## src/design/counter_array_consts.svh

```systemverilog
// constants for the counter array register block
// Functional notes
// count high byte is a readable, writable byte register resetting to zero.
// high byte reads return a snapshot loaded only when the low byte is read.
// writes to the count high byte are ignored while watchdog lock is set.
// each module has a low byte holding compare value bits 7 to 0, reset zero.
// each module has a high byte holding compare value bits 15 to 8, reset zero.
// module low byte address also reaches the low byte of the auto-reload value.
// module high byte address also reaches the high byte of the auto-reload value.
// reload select decides whether module addresses reach compare or reload values.
// any write to a module low byte also forces its comparator enable to zero.
// any write to a module high byte also forces its comparator enable to one.
// comparator enable set to one enables matching against the running counter.
// count low byte is exposed; writes are ignored while watchdog lock is set.
// reload select zero reaches compare values; one reaches reload values.
`ifndef COUNTER_ARRAY_CONSTS_SVH
`define COUNTER_ARRAY_CONSTS_SVH

`define CCR_NUM_MODULES 6
`define CCR_VALUE_W 16
`define CCR_BYTE_W 8

`define CCR_LOW_MSB 7
`define CCR_LOW_LSB 0
`define CCR_HIGH_MSB 15
`define CCR_HIGH_LSB 8

`define CCR_RST_BYTE 8'h00
`define CCR_RST_VALUE 16'h0000
`define CCR_COUNT_STEP 16'h0001

`define CCR_ADDR_COUNT_LOW 8'hF9
`define CCR_ADDR_COUNT_HIGH 8'hFA

`define CCR_ADDR_MOD0_LOW 8'hFB
`define CCR_ADDR_MOD0_HIGH 8'hFC
`define CCR_ADDR_MOD1_LOW 8'hE9
`define CCR_ADDR_MOD1_HIGH 8'hEA
`define CCR_ADDR_MOD2_LOW 8'hEB
`define CCR_ADDR_MOD2_HIGH 8'hEC
`define CCR_ADDR_MOD3_LOW 8'hED
`define CCR_ADDR_MOD3_HIGH 8'hEE
`define CCR_ADDR_MOD4_LOW 8'hFD
`define CCR_ADDR_MOD4_HIGH 8'hFE
`define CCR_ADDR_MOD5_LOW 8'hCE
`define CCR_ADDR_MOD5_HIGH 8'hCF

`endif

```

## src/design/counter_array_pkg.sv

```systemverilog
// types shared by the counter array register block
package counter_array_pkg;
    typedef logic [7:0] byte_t;
    typedef enum logic [1:0] {
        SRC_NONE = 2'b00,
        SRC_COUNT_LOW = 2'b01,
        SRC_COUNT_HIGH = 2'b10,
        SRC_MODULE = 2'b11
    } read_source_t;
endpackage

```

## src/design/capture_value_store.sv

```systemverilog
// per-module compare and auto-reload value storage with registered read port
`timescale 1ns/1ps
`include "counter_array_consts.svh"
module capture_value_store #(
    parameter int num_modules = `CCR_NUM_MODULES,
    parameter int value_w = `CCR_VALUE_W
) (
    input wire logic core_clk, // system clock
    input wire logic srst, // synchronous reset
    input wire logic [num_modules-1:0] write_low, // one-hot low byte write
    input wire logic [num_modules-1:0] write_high, // one-hot high byte write
    input wire logic [num_modules-1:0] read_low, // one-hot low byte read
    input wire logic [num_modules-1:0] read_high, // one-hot high byte read
    input wire logic reload_select, // 1 reaches reload values
    input wire logic [7:0] wdata, // write byte
    output logic [7:0] rdata, // registered read byte
    output logic [num_modules*value_w-1:0] compare_flat, // compare values
    output logic [num_modules*value_w-1:0] reload_flat // reload values
);
    logic [7:0] next_rdata;

    // ****************************************
    // storage
    // ****************************************
    for (genvar i = 0; i < num_modules; i++) begin : g_mod
        always_ff @(posedge core_clk) begin
            if (srst) begin
                compare_flat[i*value_w +: value_w] <= `CCR_RST_VALUE;
                reload_flat[i*value_w +: value_w] <= `CCR_RST_VALUE;
            end else if (reload_select) begin
                if (write_low[i]) begin
                    reload_flat[i*value_w + `CCR_LOW_LSB +: `CCR_BYTE_W] <= wdata;
                end
                if (write_high[i]) begin
                    reload_flat[i*value_w + `CCR_HIGH_LSB +: `CCR_BYTE_W] <= wdata;
                end
            end else begin
                if (write_low[i]) begin
                    compare_flat[i*value_w + `CCR_LOW_LSB +: `CCR_BYTE_W] <= wdata;
                end
                if (write_high[i]) begin
                    compare_flat[i*value_w + `CCR_HIGH_LSB +: `CCR_BYTE_W] <= wdata;
                end
            end
        end

        property p_store_low;
            @(posedge core_clk) disable iff (srst)
            (write_low[i] && !reload_select) |=>
                compare_flat[i*value_w + `CCR_LOW_LSB +: `CCR_BYTE_W] == $past(wdata);
        endproperty
        a_store_low: assert property (p_store_low)
            else $error("compare low byte not stored");

        property p_store_high;
            @(posedge core_clk) disable iff (srst)
            (write_high[i] && !reload_select) |=>
                compare_flat[i*value_w + `CCR_HIGH_LSB +: `CCR_BYTE_W] == $past(wdata);
        endproperty
        a_store_high: assert property (p_store_high)
            else $error("compare high byte not stored");

        property p_reload_low;
            @(posedge core_clk) disable iff (srst)
            (write_low[i] && reload_select) |=>
                reload_flat[i*value_w + `CCR_LOW_LSB +: `CCR_BYTE_W] == $past(wdata)
                && $stable(compare_flat[i*value_w +: value_w]);
        endproperty
        a_reload_low: assert property (p_reload_low)
            else $error("reload low byte not stored or compare disturbed");

        property p_reload_high;
            @(posedge core_clk) disable iff (srst)
            (write_high[i] && reload_select) |=>
                reload_flat[i*value_w + `CCR_HIGH_LSB +: `CCR_BYTE_W] == $past(wdata)
                && $stable(compare_flat[i*value_w +: value_w]);
        endproperty
        a_reload_high: assert property (p_reload_high)
            else $error("reload high byte not stored or compare disturbed");
    end

    // ****************************************
    // read port
    // ****************************************
    always_comb begin
        next_rdata = `CCR_RST_BYTE;
        for (int i = 0; i < num_modules; i++) begin
            if (read_low[i]) begin
                next_rdata = reload_select ?
                    reload_flat[i*value_w + `CCR_LOW_LSB +: `CCR_BYTE_W] :
                    compare_flat[i*value_w + `CCR_LOW_LSB +: `CCR_BYTE_W];
            end
            if (read_high[i]) begin
                next_rdata = reload_select ?
                    reload_flat[i*value_w + `CCR_HIGH_LSB +: `CCR_BYTE_W] :
                    compare_flat[i*value_w + `CCR_HIGH_LSB +: `CCR_BYTE_W];
            end
        end
    end

    always_ff @(posedge core_clk) begin
        if (srst) begin
            rdata <= `CCR_RST_BYTE;
        end else begin
            rdata <= next_rdata;
        end
    end
endmodule

```

## src/design/counter_array_capture_regs.sv

```systemverilog
// counter array count, snapshot, compare/reload access and comparator enables
`timescale 1ns/1ps
`include "counter_array_consts.svh"
module counter_array_capture_regs (
    input wire logic core_clk, // system clock, 250 MHz
    input wire logic srst, // synchronous reset, active high
    input wire logic [7:0] sfr_addr, // register address
    input wire logic sfr_wr, // write strobe, one cycle
    input wire logic sfr_rd, // read strobe, one cycle
    input wire logic [7:0] sfr_wdata, // write data
    output logic [7:0] sfr_rdata, // read data, two cycles after sfr_rd
    output logic sfr_rvalid, // read data valid pulse
    output logic sfr_rhit, // read address was mapped
    input wire logic count_tick, // counting engine advance pulse
    input wire logic watchdog_lock, // blocks count writes when 1
    input wire logic reload_select, // 1 routes module bytes to reload values
    input wire logic [`CCR_NUM_MODULES-1:0] mode_ecom_wr, // mode register writes
    input wire logic [`CCR_NUM_MODULES-1:0] mode_ecom_wdata, // enable values written
    output logic [`CCR_NUM_MODULES-1:0] comparator_enable, // per-module enable
    output logic [`CCR_NUM_MODULES-1:0] match, // compare match per module
    output logic [`CCR_VALUE_W-1:0] count_value, // running count
    output logic [`CCR_NUM_MODULES*`CCR_VALUE_W-1:0] compare_value, // compare values
    output logic [`CCR_NUM_MODULES*`CCR_VALUE_W-1:0] reload_value // reload values
);
    localparam int n_mod = `CCR_NUM_MODULES;
    localparam int val_w = `CCR_VALUE_W;

    localparam logic [7:0] low_addr [n_mod] = '{
        `CCR_ADDR_MOD0_LOW, `CCR_ADDR_MOD1_LOW, `CCR_ADDR_MOD2_LOW,
        `CCR_ADDR_MOD3_LOW, `CCR_ADDR_MOD4_LOW, `CCR_ADDR_MOD5_LOW
    };
    localparam logic [7:0] high_addr [n_mod] = '{
        `CCR_ADDR_MOD0_HIGH, `CCR_ADDR_MOD1_HIGH, `CCR_ADDR_MOD2_HIGH,
        `CCR_ADDR_MOD3_HIGH, `CCR_ADDR_MOD4_HIGH, `CCR_ADDR_MOD5_HIGH
    };

    logic [n_mod-1:0] low_hit;
    logic [n_mod-1:0] high_hit;
    logic [n_mod-1:0] wr_low;
    logic [n_mod-1:0] wr_high;
    logic count_low_hit;
    logic count_high_hit;
    counter_array_pkg::byte_t snapshot;
    counter_array_pkg::byte_t store_rdata;
    counter_array_pkg::byte_t local_rdata;
    counter_array_pkg::read_source_t next_source;
    counter_array_pkg::read_source_t read_source;
    logic read_stage;

    // ****************************************
    // address decode
    // ****************************************
    for (genvar i = 0; i < n_mod; i++) begin : g_decode
        assign low_hit[i] = (sfr_addr == low_addr[i]);
        assign high_hit[i] = (sfr_addr == high_addr[i]);
    end

    assign wr_low = sfr_wr ? low_hit : '0;
    assign wr_high = sfr_wr ? high_hit : '0;
    assign count_low_hit = (sfr_addr == `CCR_ADDR_COUNT_LOW);
    assign count_high_hit = (sfr_addr == `CCR_ADDR_COUNT_HIGH);

    // ****************************************
    // running count
    // ****************************************
    // software writes win over a tick in the same cycle unless watchdog_lock is set, so a written
    // byte is never overtaken by the engine on its way in
    always_ff @(posedge core_clk) begin
        if (srst) begin
            count_value <= `CCR_RST_VALUE;
        end else if (sfr_wr && count_low_hit) begin
            if (!watchdog_lock) begin
                count_value[`CCR_LOW_MSB:`CCR_LOW_LSB] <= sfr_wdata;
            end else if (count_tick) begin
                count_value <= count_value + `CCR_COUNT_STEP;
            end
        end else if (sfr_wr && count_high_hit) begin
            if (!watchdog_lock) begin
                count_value[`CCR_HIGH_MSB:`CCR_HIGH_LSB] <= sfr_wdata;
            end else if (count_tick) begin
                count_value <= count_value + `CCR_COUNT_STEP;
            end
        end else if (count_tick) begin
            count_value <= count_value + `CCR_COUNT_STEP;
        end
    end

    // ****************************************
    // high byte snapshot
    // ****************************************
    // loading on the low read lets software read a coherent 16-bit value
    // low byte first even while the count keeps running
    always_ff @(posedge core_clk) begin
        if (srst) begin
            snapshot <= `CCR_RST_BYTE;
        end else if (sfr_rd && count_low_hit) begin
            snapshot <= count_value[`CCR_HIGH_MSB:`CCR_HIGH_LSB];
        end
    end

    // ****************************************
    // comparator enables
    // ****************************************
    // a bus write and a mode write cannot share a cycle on one bus;
    // the byte write still takes priority should it happen
    always_ff @(posedge core_clk) begin
        if (srst) begin
            comparator_enable <= '0;
        end else begin
            for (int i = 0; i < n_mod; i++) begin
                if (wr_low[i]) begin
                    comparator_enable[i] <= 1'b0;
                end else if (wr_high[i]) begin
                    comparator_enable[i] <= 1'b1;
                end else if (mode_ecom_wr[i]) begin
                    comparator_enable[i] <= mode_ecom_wdata[i];
                end
            end
        end
    end

    // ****************************************
    // compare match
    // ****************************************
    always_ff @(posedge core_clk) begin
        if (srst) begin
            match <= '0;
        end else begin
            for (int i = 0; i < n_mod; i++) begin
                match[i] <= comparator_enable[i] &&
                    (count_value == compare_value[i*val_w +: val_w]);
            end
        end
    end

    // ****************************************
    // value storage
    // ****************************************
    capture_value_store #(
        .num_modules(n_mod),
        .value_w(val_w)
    ) u_store (
        .core_clk(core_clk),
        .srst(srst),
        .write_low(wr_low),
        .write_high(wr_high),
        .read_low(sfr_rd ? low_hit : '0),
        .read_high(sfr_rd ? high_hit : '0),
        .reload_select(reload_select),
        .wdata(sfr_wdata),
        .rdata(store_rdata),
        .compare_flat(compare_value),
        .reload_flat(reload_value)
    );

    // ****************************************
    // read path
    // ****************************************
    always_comb begin
        if (!sfr_rd) begin
            next_source = counter_array_pkg::SRC_NONE;
        end else if (count_low_hit) begin
            next_source = counter_array_pkg::SRC_COUNT_LOW;
        end else if (count_high_hit) begin
            next_source = counter_array_pkg::SRC_COUNT_HIGH;
        end else if (|low_hit || |high_hit) begin
            next_source = counter_array_pkg::SRC_MODULE;
        end else begin
            next_source = counter_array_pkg::SRC_NONE;
        end
    end

    always_ff @(posedge core_clk) begin
        if (srst) begin
            read_stage <= 1'b0;
            read_source <= counter_array_pkg::SRC_NONE;
            local_rdata <= `CCR_RST_BYTE;
        end else begin
            read_stage <= sfr_rd;
            read_source <= next_source;
            if (next_source == counter_array_pkg::SRC_COUNT_HIGH) begin
                local_rdata <= snapshot;
            end else begin
                local_rdata <= count_value[`CCR_LOW_MSB:`CCR_LOW_LSB];
            end
        end
    end

    always_ff @(posedge core_clk) begin
        if (srst) begin
            sfr_rdata <= `CCR_RST_BYTE;
            sfr_rvalid <= 1'b0;
            sfr_rhit <= 1'b0;
        end else begin
            sfr_rvalid <= read_stage;
            sfr_rhit <= read_source != counter_array_pkg::SRC_NONE;
            unique case (read_source)
                counter_array_pkg::SRC_NONE: begin
                    sfr_rdata <= `CCR_RST_BYTE;
                end
                counter_array_pkg::SRC_COUNT_LOW,
                counter_array_pkg::SRC_COUNT_HIGH: begin
                    sfr_rdata <= local_rdata;
                end
                counter_array_pkg::SRC_MODULE: begin
                    sfr_rdata <= store_rdata;
                end
            endcase
        end
    end

    // ****************************************
    // checks
    // ****************************************
    property p_count_reset;
        @(posedge core_clk)
        srst |=> count_value == `CCR_RST_VALUE && snapshot == `CCR_RST_BYTE;
    endproperty
    a_count_reset: assert property (p_count_reset)
        else $error("count not zero after reset");

    property p_high_write;
        @(posedge core_clk) disable iff (srst)
        (sfr_wr && count_high_hit && !watchdog_lock) |=>
            count_value[`CCR_HIGH_MSB:`CCR_HIGH_LSB] == $past(sfr_wdata);
    endproperty
    a_high_write: assert property (p_high_write)
        else $error("count high byte write lost");

    property p_snapshot_load;
        @(posedge core_clk) disable iff (srst)
        (sfr_rd && count_low_hit) |=>
            snapshot == $past(count_value[`CCR_HIGH_MSB:`CCR_HIGH_LSB]);
    endproperty
    a_snapshot_load: assert property (p_snapshot_load)
        else $error("snapshot did not load on low byte read");

    property p_snapshot_hold;
        @(posedge core_clk) disable iff (srst)
        !(sfr_rd && count_low_hit) |=> $stable(snapshot);
    endproperty
    a_snapshot_hold: assert property (p_snapshot_hold)
        else $error("snapshot changed without low byte read");

    property p_high_read;
        @(posedge core_clk) disable iff (srst)
        (sfr_rd && count_high_hit && !sfr_wr) |-> ##2
            (sfr_rvalid && sfr_rhit && sfr_rdata == $past(snapshot, 2));
    endproperty
    a_high_read: assert property (p_high_read)
        else $error("high byte read did not return snapshot");

    property p_high_locked;
        @(posedge core_clk) disable iff (srst)
        (sfr_wr && count_high_hit && watchdog_lock && !count_tick) |=>
            $stable(count_value);
    endproperty
    a_high_locked: assert property (p_high_locked)
        else $error("count high byte changed while locked");

    property p_low_locked;
        @(posedge core_clk) disable iff (srst)
        (sfr_wr && count_low_hit && watchdog_lock && !count_tick) |=>
            $stable(count_value);
    endproperty
    a_low_locked: assert property (p_low_locked)
        else $error("count low byte changed while locked");

    property p_enable_clear;
        @(posedge core_clk) disable iff (srst)
        (|wr_low) |=> (comparator_enable & $past(wr_low)) == '0;
    endproperty
    a_enable_clear: assert property (p_enable_clear)
        else $error("low byte write did not clear comparator enable");

    property p_enable_set;
        @(posedge core_clk) disable iff (srst)
        (|wr_high) |=> (comparator_enable & $past(wr_high)) == $past(wr_high);
    endproperty
    a_enable_set: assert property (p_enable_set)
        else $error("high byte write did not set comparator enable");

    property p_match_gated;
        @(posedge core_clk) disable iff (srst)
        (comparator_enable == '0) |=> match == '0;
    endproperty
    a_match_gated: assert property (p_match_gated)
        else $error("match raised with comparator disabled");

    property p_select_routes;
        @(posedge core_clk) disable iff (srst)
        ((|wr_low || |wr_high) && reload_select) |=> $stable(compare_value);
    endproperty
    a_select_routes: assert property (p_select_routes)
        else $error("compare value changed with reload selected");

    property p_select_zero;
        @(posedge core_clk) disable iff (srst)
        ((|wr_low || |wr_high) && !reload_select) |=> $stable(reload_value);
    endproperty
    a_select_zero: assert property (p_select_zero)
        else $error("reload value changed with compare selected");

    property p_read_timing;
        @(posedge core_clk) disable iff (srst)
        sfr_rd |-> ##2 sfr_rvalid;
    endproperty
    a_read_timing: assert property (p_read_timing)
        else $error("read answer not two cycles after strobe");
endmodule

```

## config.mk

```make
export PLATFORM = sky130hd
export DESIGN_NAME = counter_array_capture_regs
export DESIGN_NICKNAME = d
export VERILOG_FILES = /design/src/design/counter_array_pkg.sv /design/src/design/capture_value_store.sv /design/src/design/counter_array_capture_regs.sv
export VERILOG_INCLUDE_DIRS = /design/src /design/src/design
export SDC_FILE = /design/constraint.sdc
export NUM_CORES = 1
export LEC_CHECK = 0
export BUFFER_PORTS_ARGS = -buffer_cell sky130_fd_sc_hd__buf_2
export CORE_MARGIN = 5
export CORE_UTILIZATION = 23
export CTS_CLUSTER_DIAMETER = 200
export DETAILED_ROUTE_END_ITERATION = 7
export GPL_ROUTABILITY_DRIVEN = 0
export PLACE_DENSITY = 0.42
export SLEW_MARGIN = 10
export SYNTH_ARGS = -nofsm -noshare
export SYNTH_HDL_FRONTEND = slang
export SYNTH_SLANG_ARGS = --single-unit
```

## constraint.sdc

```tcl
create_clock -name core_clk -period 2.1 [get_ports core_clk]
set_input_delay 0.105 -clock core_clk [delete_from_list [all_inputs] [get_ports core_clk]]
set_output_delay 0.105 -clock core_clk [all_outputs]
set_load 0.02 [all_outputs]
```

==> results of run 1 <==
## cell type report
class,count,area [um^2],area share (%)
multi-input combinational,1051,7480,43.5
sequential,257,5150,29.9
timing repair buffer,398,2570,15.0
tap,765,957,5.57
clock buffer,42,867,5.04
clock inverter,12,146,0.852
inverter,6,22.5,0.131
## what timing repair did
item	4_1_cts	5_1_grt
hold endpoints to repair	38	0
setup endpoints to repair	1	1
setup buffers	0	0
gates resized for setup	1	1
hold buffers	8	0
gates cloned	0	0
## logic make-up (layout without fill, tap and decap cells)
group | count (synthesis) | count (layout) | share of synthesized area, %
simple gates | 482 | 482 | 19.3
xor+xnor | 96 | 96 | 6.33
mux | 259 | 259 | 20.0
fa+ha+maj | 4 | 4 | 0.377
compound gates | 210 | 210 | 10.1
buf+inv | 132 | 458 | 5.10
flops | 257 | 257 | 38.7
## through the flow
step / setup WS (ns) / area, um^2 / setup TNS [ns] / hold WS, ns
final: 0.0638 / 17200 / 0 / 0.0270
after global routing: 0.0186 / 17200 / 0 / 0.0339
after CTS: 0.0747 / 17200 / 0 / 0.00115
after detailed placement: -0.0728 / 16100 / -0.0728 / 0.468
after global placement: -0.0376 / 16100 / -0.0376 / 0.464
after floorplan: 0.285 / 13300 / 0 / 0.344
## placed cells by master, fill, tap and decap left out, types with 21 or more instances in the layout
master and count:
dfxtp_1 256, o21ai_0 28, nand3_1 39, clkbuf_16 31
nor4_1 21, nand2_1 94, buf_2 262, a21oi_1 84
xnor2_1 32, nor2_1 202, mux2i_1 234, xor2_1 64
mux2_2 22, buf_4 109
## routing by layer
metal / up-vias / GRT usage, % / part of all wire [%]
met3: 129 / 3.34 / 6.1
met2: 519 / 32.4 / 46
met1: 6153 / 26.3 / 44
met5: - / 0 / 0.074
li1: 5711 / - / -
met4: 8 / 6.10 / 3.8
## state kept, by name (all words and copies together), names as in the netlist, 2 cells and up
signal / cells
u_store.compare_flat: 96
u_store.reload_flat: 96
count_value: 16
local_rdata: 8
sfr_rdata: 8
snapshot: 8
u_store.rdata: 8
comparator_enable: 6
match: 6
read_source: 2
## where the power goes
part	internal (mW)	switching, mW
Sequential	4.90	0.0178
Combinational	0.264	0.544
Clock	3.24	2.18
## worst max-delay path, cell delays in order, from the launching register on
cell and delay, ns:
dfxtp_1 0.33, buf_4 0.31, xnor2_1 0.16, nand4_1 0.14
nor4b_1 0.32, nand3_1 0.12, nor4_1 0.41, buf_4 0.19
## path summary, 6_finish.rpt
check	from	to	slack, ns	depth (start not counted)
max reg2reg	count_value[1]	match[5]	0.06	7
max	count_value[1]	match[5]	0.06	7
min	mode_ecom_wr[3]	comparator_enable[3]	0.03	3
min reg2reg	u_store.reload_flat[19]	u_store.reload_flat[19]	0.47	2
## cells in the mapped netlist (16+ instances only)
cell type / instances / area (um^2)
clkbuf_1: 46 / 173
mux2i_1: 234 / 2340
mux2_2: 22 / 248
nor4_1: 21 / 131
nand2_1: 94 / 353
xor2_1: 64 / 561
nand3_1: 39 / 195
nor2_1: 202 / 758
o21ai_0: 28 / 140
xnor2_1: 32 / 280
buf_2: 37 / 185
buf_4: 16 / 120
dfxtp_1: 257 / 5140
a21oi_1: 84 / 420
buf_1: 16 / 60.1
==> out/qor.txt, run 1 <==
HPWL Detailed: 49500 um
via count: 12500
final WL: 64800 um
Die Wd: 250 um
Fmax achieved: 491 MHz
full die area: 62700 um^2
Placed Cells: 2469
status: completed
remaining antenna violation count after routing: 0
# diodes: 0
CP Data Arrival Time: 2.55 ns
# H-tree levels: 1
TritonCTS Buffers: 31
overall routing resource usage: 19.7%
I/O pin total: 265
CP Max Fanout: 9
Async SR Flop Fraction: 0%
power consumption: 11.1 mW
pin count of the biggest net entering global routing: 65
Root Driver: clkbuf_16
max-cap violations: 0
antenna violations before repair: 7
CP Launch Type: flop
Final Util: 29.9%
Final period util: 97.0%
clk slew on worst S/H paths: 0.06 ns
Setup Viol. Count Final: 0
non-filler cells, final: 2531
Die Ht: 250 um
Slew Viols, Final: 0
Post-Syn Area: 13300 um^2
Row Count: 88
unrepaired setup endpoints after global routing: false
share of cells above drive strength 1: 29.2%
Area Overhead vs Synth: 29.3%
fin crit period: 2.04 ns
worst hold path type: input pin to flop
Initial DRC Count: 1009
Pleak: 7.60 nW
Max-slew headroom: 50.1%
clk_lat worst skew: 0.58 ns
vias in the first global route: 12400
drt pass-1 iters: 7
CP required: 2.62 ns
core region area: 57500 um^2
Port Buf Inserts: 264
nets: 1784
clock buffer depth: 3
Setup CP Type: flop to flop
Worst Skew: 0.0216 ns
first-pass GRT wire length: 92100 um
total global routing overflow: 0
Peak supply drop: 0.571 mV
DR vias/cell: 4.95
Worst Setup End Kind: flop
CTS tree: done
Clock Sinks: 257
synth unique cells: 80
Initial Util: 23.1%
Syn. warnings: 0
DR WL/cell: 25.6 um
Syn Area/Cell: 9.23 um^2
Synth Flop Type: dfxtp_1
power per cell area: 648 nW/um^2
post-synthesis sequential area ratio: 38.7%
final hold vios: 0
synthesized instance count: 1440
Post-Syn Nets: 1479
Remaining DRCs: 0
number of fill cells: 6177
flops & latches, synth: 257
number of flops mapped to enable cells by yosys: 0
Worst Tran Pin Value: 0.748 ns
Power figures use the tool's default switching activity.
==> inputs of run 2 (changes only) <==
Settings changed: CTS_BUF_LIST set to sky130_fd_sc_hd__clkbuf_16, CTS_CLUSTER_SIZE set to 30.
==> out/qor.txt, run 2 (synthesis gave the netlist of run 1 again) <==
clk_lat worst skew: 0.53 ns
antenna violations before repair: 7
Setup Viol. Count Final: 0
CP Max Fanout: 8
highest-count cells in the layout ignoring fill and taps: buf_2 (262), dfxtp_1 (256), mux2i_1 (234)
largest registers: u_store.compare_flat x96, u_store.reload_flat x96, count_value x16
Crit path largest cell delay: 0.43 ns
Port Buf Inserts: 264
Fmax achieved: 520 MHz
P_sw: 2.30 mW
pin count of the biggest net entering global routing: 65
Sw Share: 26.8%
CP Launch Type: flop
Peak supply drop: 0.406 mV
via count: 12400
DR vias/cell: 4.96
HPWL Detailed: 49500 um
Initial DRC Count: 1111
Row Count: 88
remaining antenna violation count after routing: 0
setup bufs post-CTS: 0
unrepaired setup endpoints after global routing: false
vias in the first global route: 12200
TritonCTS Buffers: 12
I/O pin total: 265
Remaining DRCs: 0
full die area: 62700 um^2
share of cells above drive strength 1: 27.9%
total global routing overflow: 0
Setup WS pre-CTS: -0.0728 ns
Reg power frac: 57.2%
# H-tree levels: 1
# diodes: 0
fin crit period: 1.92 ns
design area: 16500 um^2
overall routing resource usage: 19.6%
final worst slack: 0.176 ns
final WL: 64500 um
worst hold path type: input pin to flop
Worst Tran Pin Value: 0.743 ns
nets: 1762
Clock Sinks: 257
max-cap violations: 0
Worst Setup End Kind: flop
final hold vios: 0
clk slew on worst S/H paths: 0.13 ns
Clk network pwr share: 33.5%
most used cell along the critical path: buf_4
placed cell area: 16100 um^2
crit path max-delay cell type: dfxtp_1
Logic pwr share: 9.3%
Pleak: 7.25 nW
Final period util: 91.6%
Worst Skew: 0.0288 ns
drt pass-1 iters: 7
clock buffer depth: 3
power per cell area: 521 nW/um^2
CP required: 2.58 ns
Initial Util: 23.1%
Slew Viols, Final: 0
core region area: 57500 um^2
power consumption: 8.60 mW
critical-path cell list: buf_4, buf_4, xor2_1, nor4_1, nand3_1, nor4_1, buf_4
Root Driver: clkbuf_16
commonest non-fill, non-tap cell in the layout: buf_2
CTS tree: done
DR WL/cell: 25.9 um
Setup CP Type: flop to flop
Max-slew headroom: 50.5%
Die Ht: 250 um
CP Data Arrival Time: 2.40 ns
Die Wd: 250 um
Int Pwr: 6.30 mW
Area Overhead vs Synth: 24.1%
first-pass GRT wire length: 91600 um
status: completed
-- run 2: changes by cell type in the layout (fill, tap and decap cells not counted), sizes merged --
| cell | before | now |
|---|---|---|
| inv | 7 | 6 |
| bufinv | 3 | 0 |
| dlygate4sd3 | 8 | 5 |
| clkbuf | 42 | 13 |
| clkinv | 8 | 1 |
-- run 2: final cells by class --
class / count / area, um^2
timing repair buffer: 395 / 2540
multi-input combinational: 1051 / 7480
inverter: 6 / 22.5
sequential: 257 / 5150
clock inverter: 1 / 16.3
tap: 765 / 957
fill: 6214 / 41000
clock buffer: 13 / 325
-- run 2: worst paths after layout --
path | startpoint | to | slack (ns) | cells after the start
hold reg to reg | u_store.reload_flat[19] | u_store.reload_flat[19] | 0.48 | 2
hold / removal | mode_ecom_wr[1] | comparator_enable[1] | 0.02 | 3
setup reg to reg | count_value[4] | match[3] | 0.18 | 7
setup / recovery | count_value[4] | match[3] | 0.18 | 7
-- run 2: worst max-delay path, delay by kind of cell (launching register included) --
kind | cells | cell delay [ns]
buffers and inverters | 3 | 0.65
AND/OR/NAND/NOR | 3 | 0.72
XOR/XNOR | 1 | 0.08
flip-flops | 1 | 0.43
-- run 2: routing by layer --
layer | share of wire [%] | vias to the layer above | global-route usage (%) | wire length, um
met2 | 47 | 507 | 32.5 | 30100
met3 | 6.0 | 110 | 3.05 | 3900
met1 | 44 | 6078 | 26.4 | 28200
li1 | - | 5647 | - | -
met5 | 0.079 | - | 0 | 51
met4 | 3.5 | 8 | 5.43 | 2280
-- run 2: power by group through the flow --
stage	clock [mW]	sequential [mW]	combinational, mW
6_report	2.88	4.91	0.804
5_1_grt	3.11	4.92	0.842
4_1_cts	2.98	4.91	0.798
3_5_place_dp	0	5.02	0.787
3_3_place_gp	0	5.02	0.782
2_1_floorplan	0	5.04	0.431
-- run 2: timing repair --
action,4_1_cts,5_1_grt
hold buffers,5,0
setup endpoints to repair,1,1
gates resized for setup,1,1
gates cloned,0,0
hold endpoints to repair,19,0
-- run 2: metrics by stage --
stage | setup TNS (ns) | hold WS (ns) | instances | utilization (%)
6_report | 0 | 0.0226 | 2488 | 28.7
5_1_grt | 0 | 0.0403 | 2488 | 28.7
4_1_cts | 0 | 0.00211 | 2488 | 28.7
3_5_place_dp | -0.0728 | 0.468 | 2469 | 28.0
3_3_place_gp | -0.0376 | 0.464 | 2469 | 28.0
2_1_floorplan | 0 | 0.344 | 1440 | -
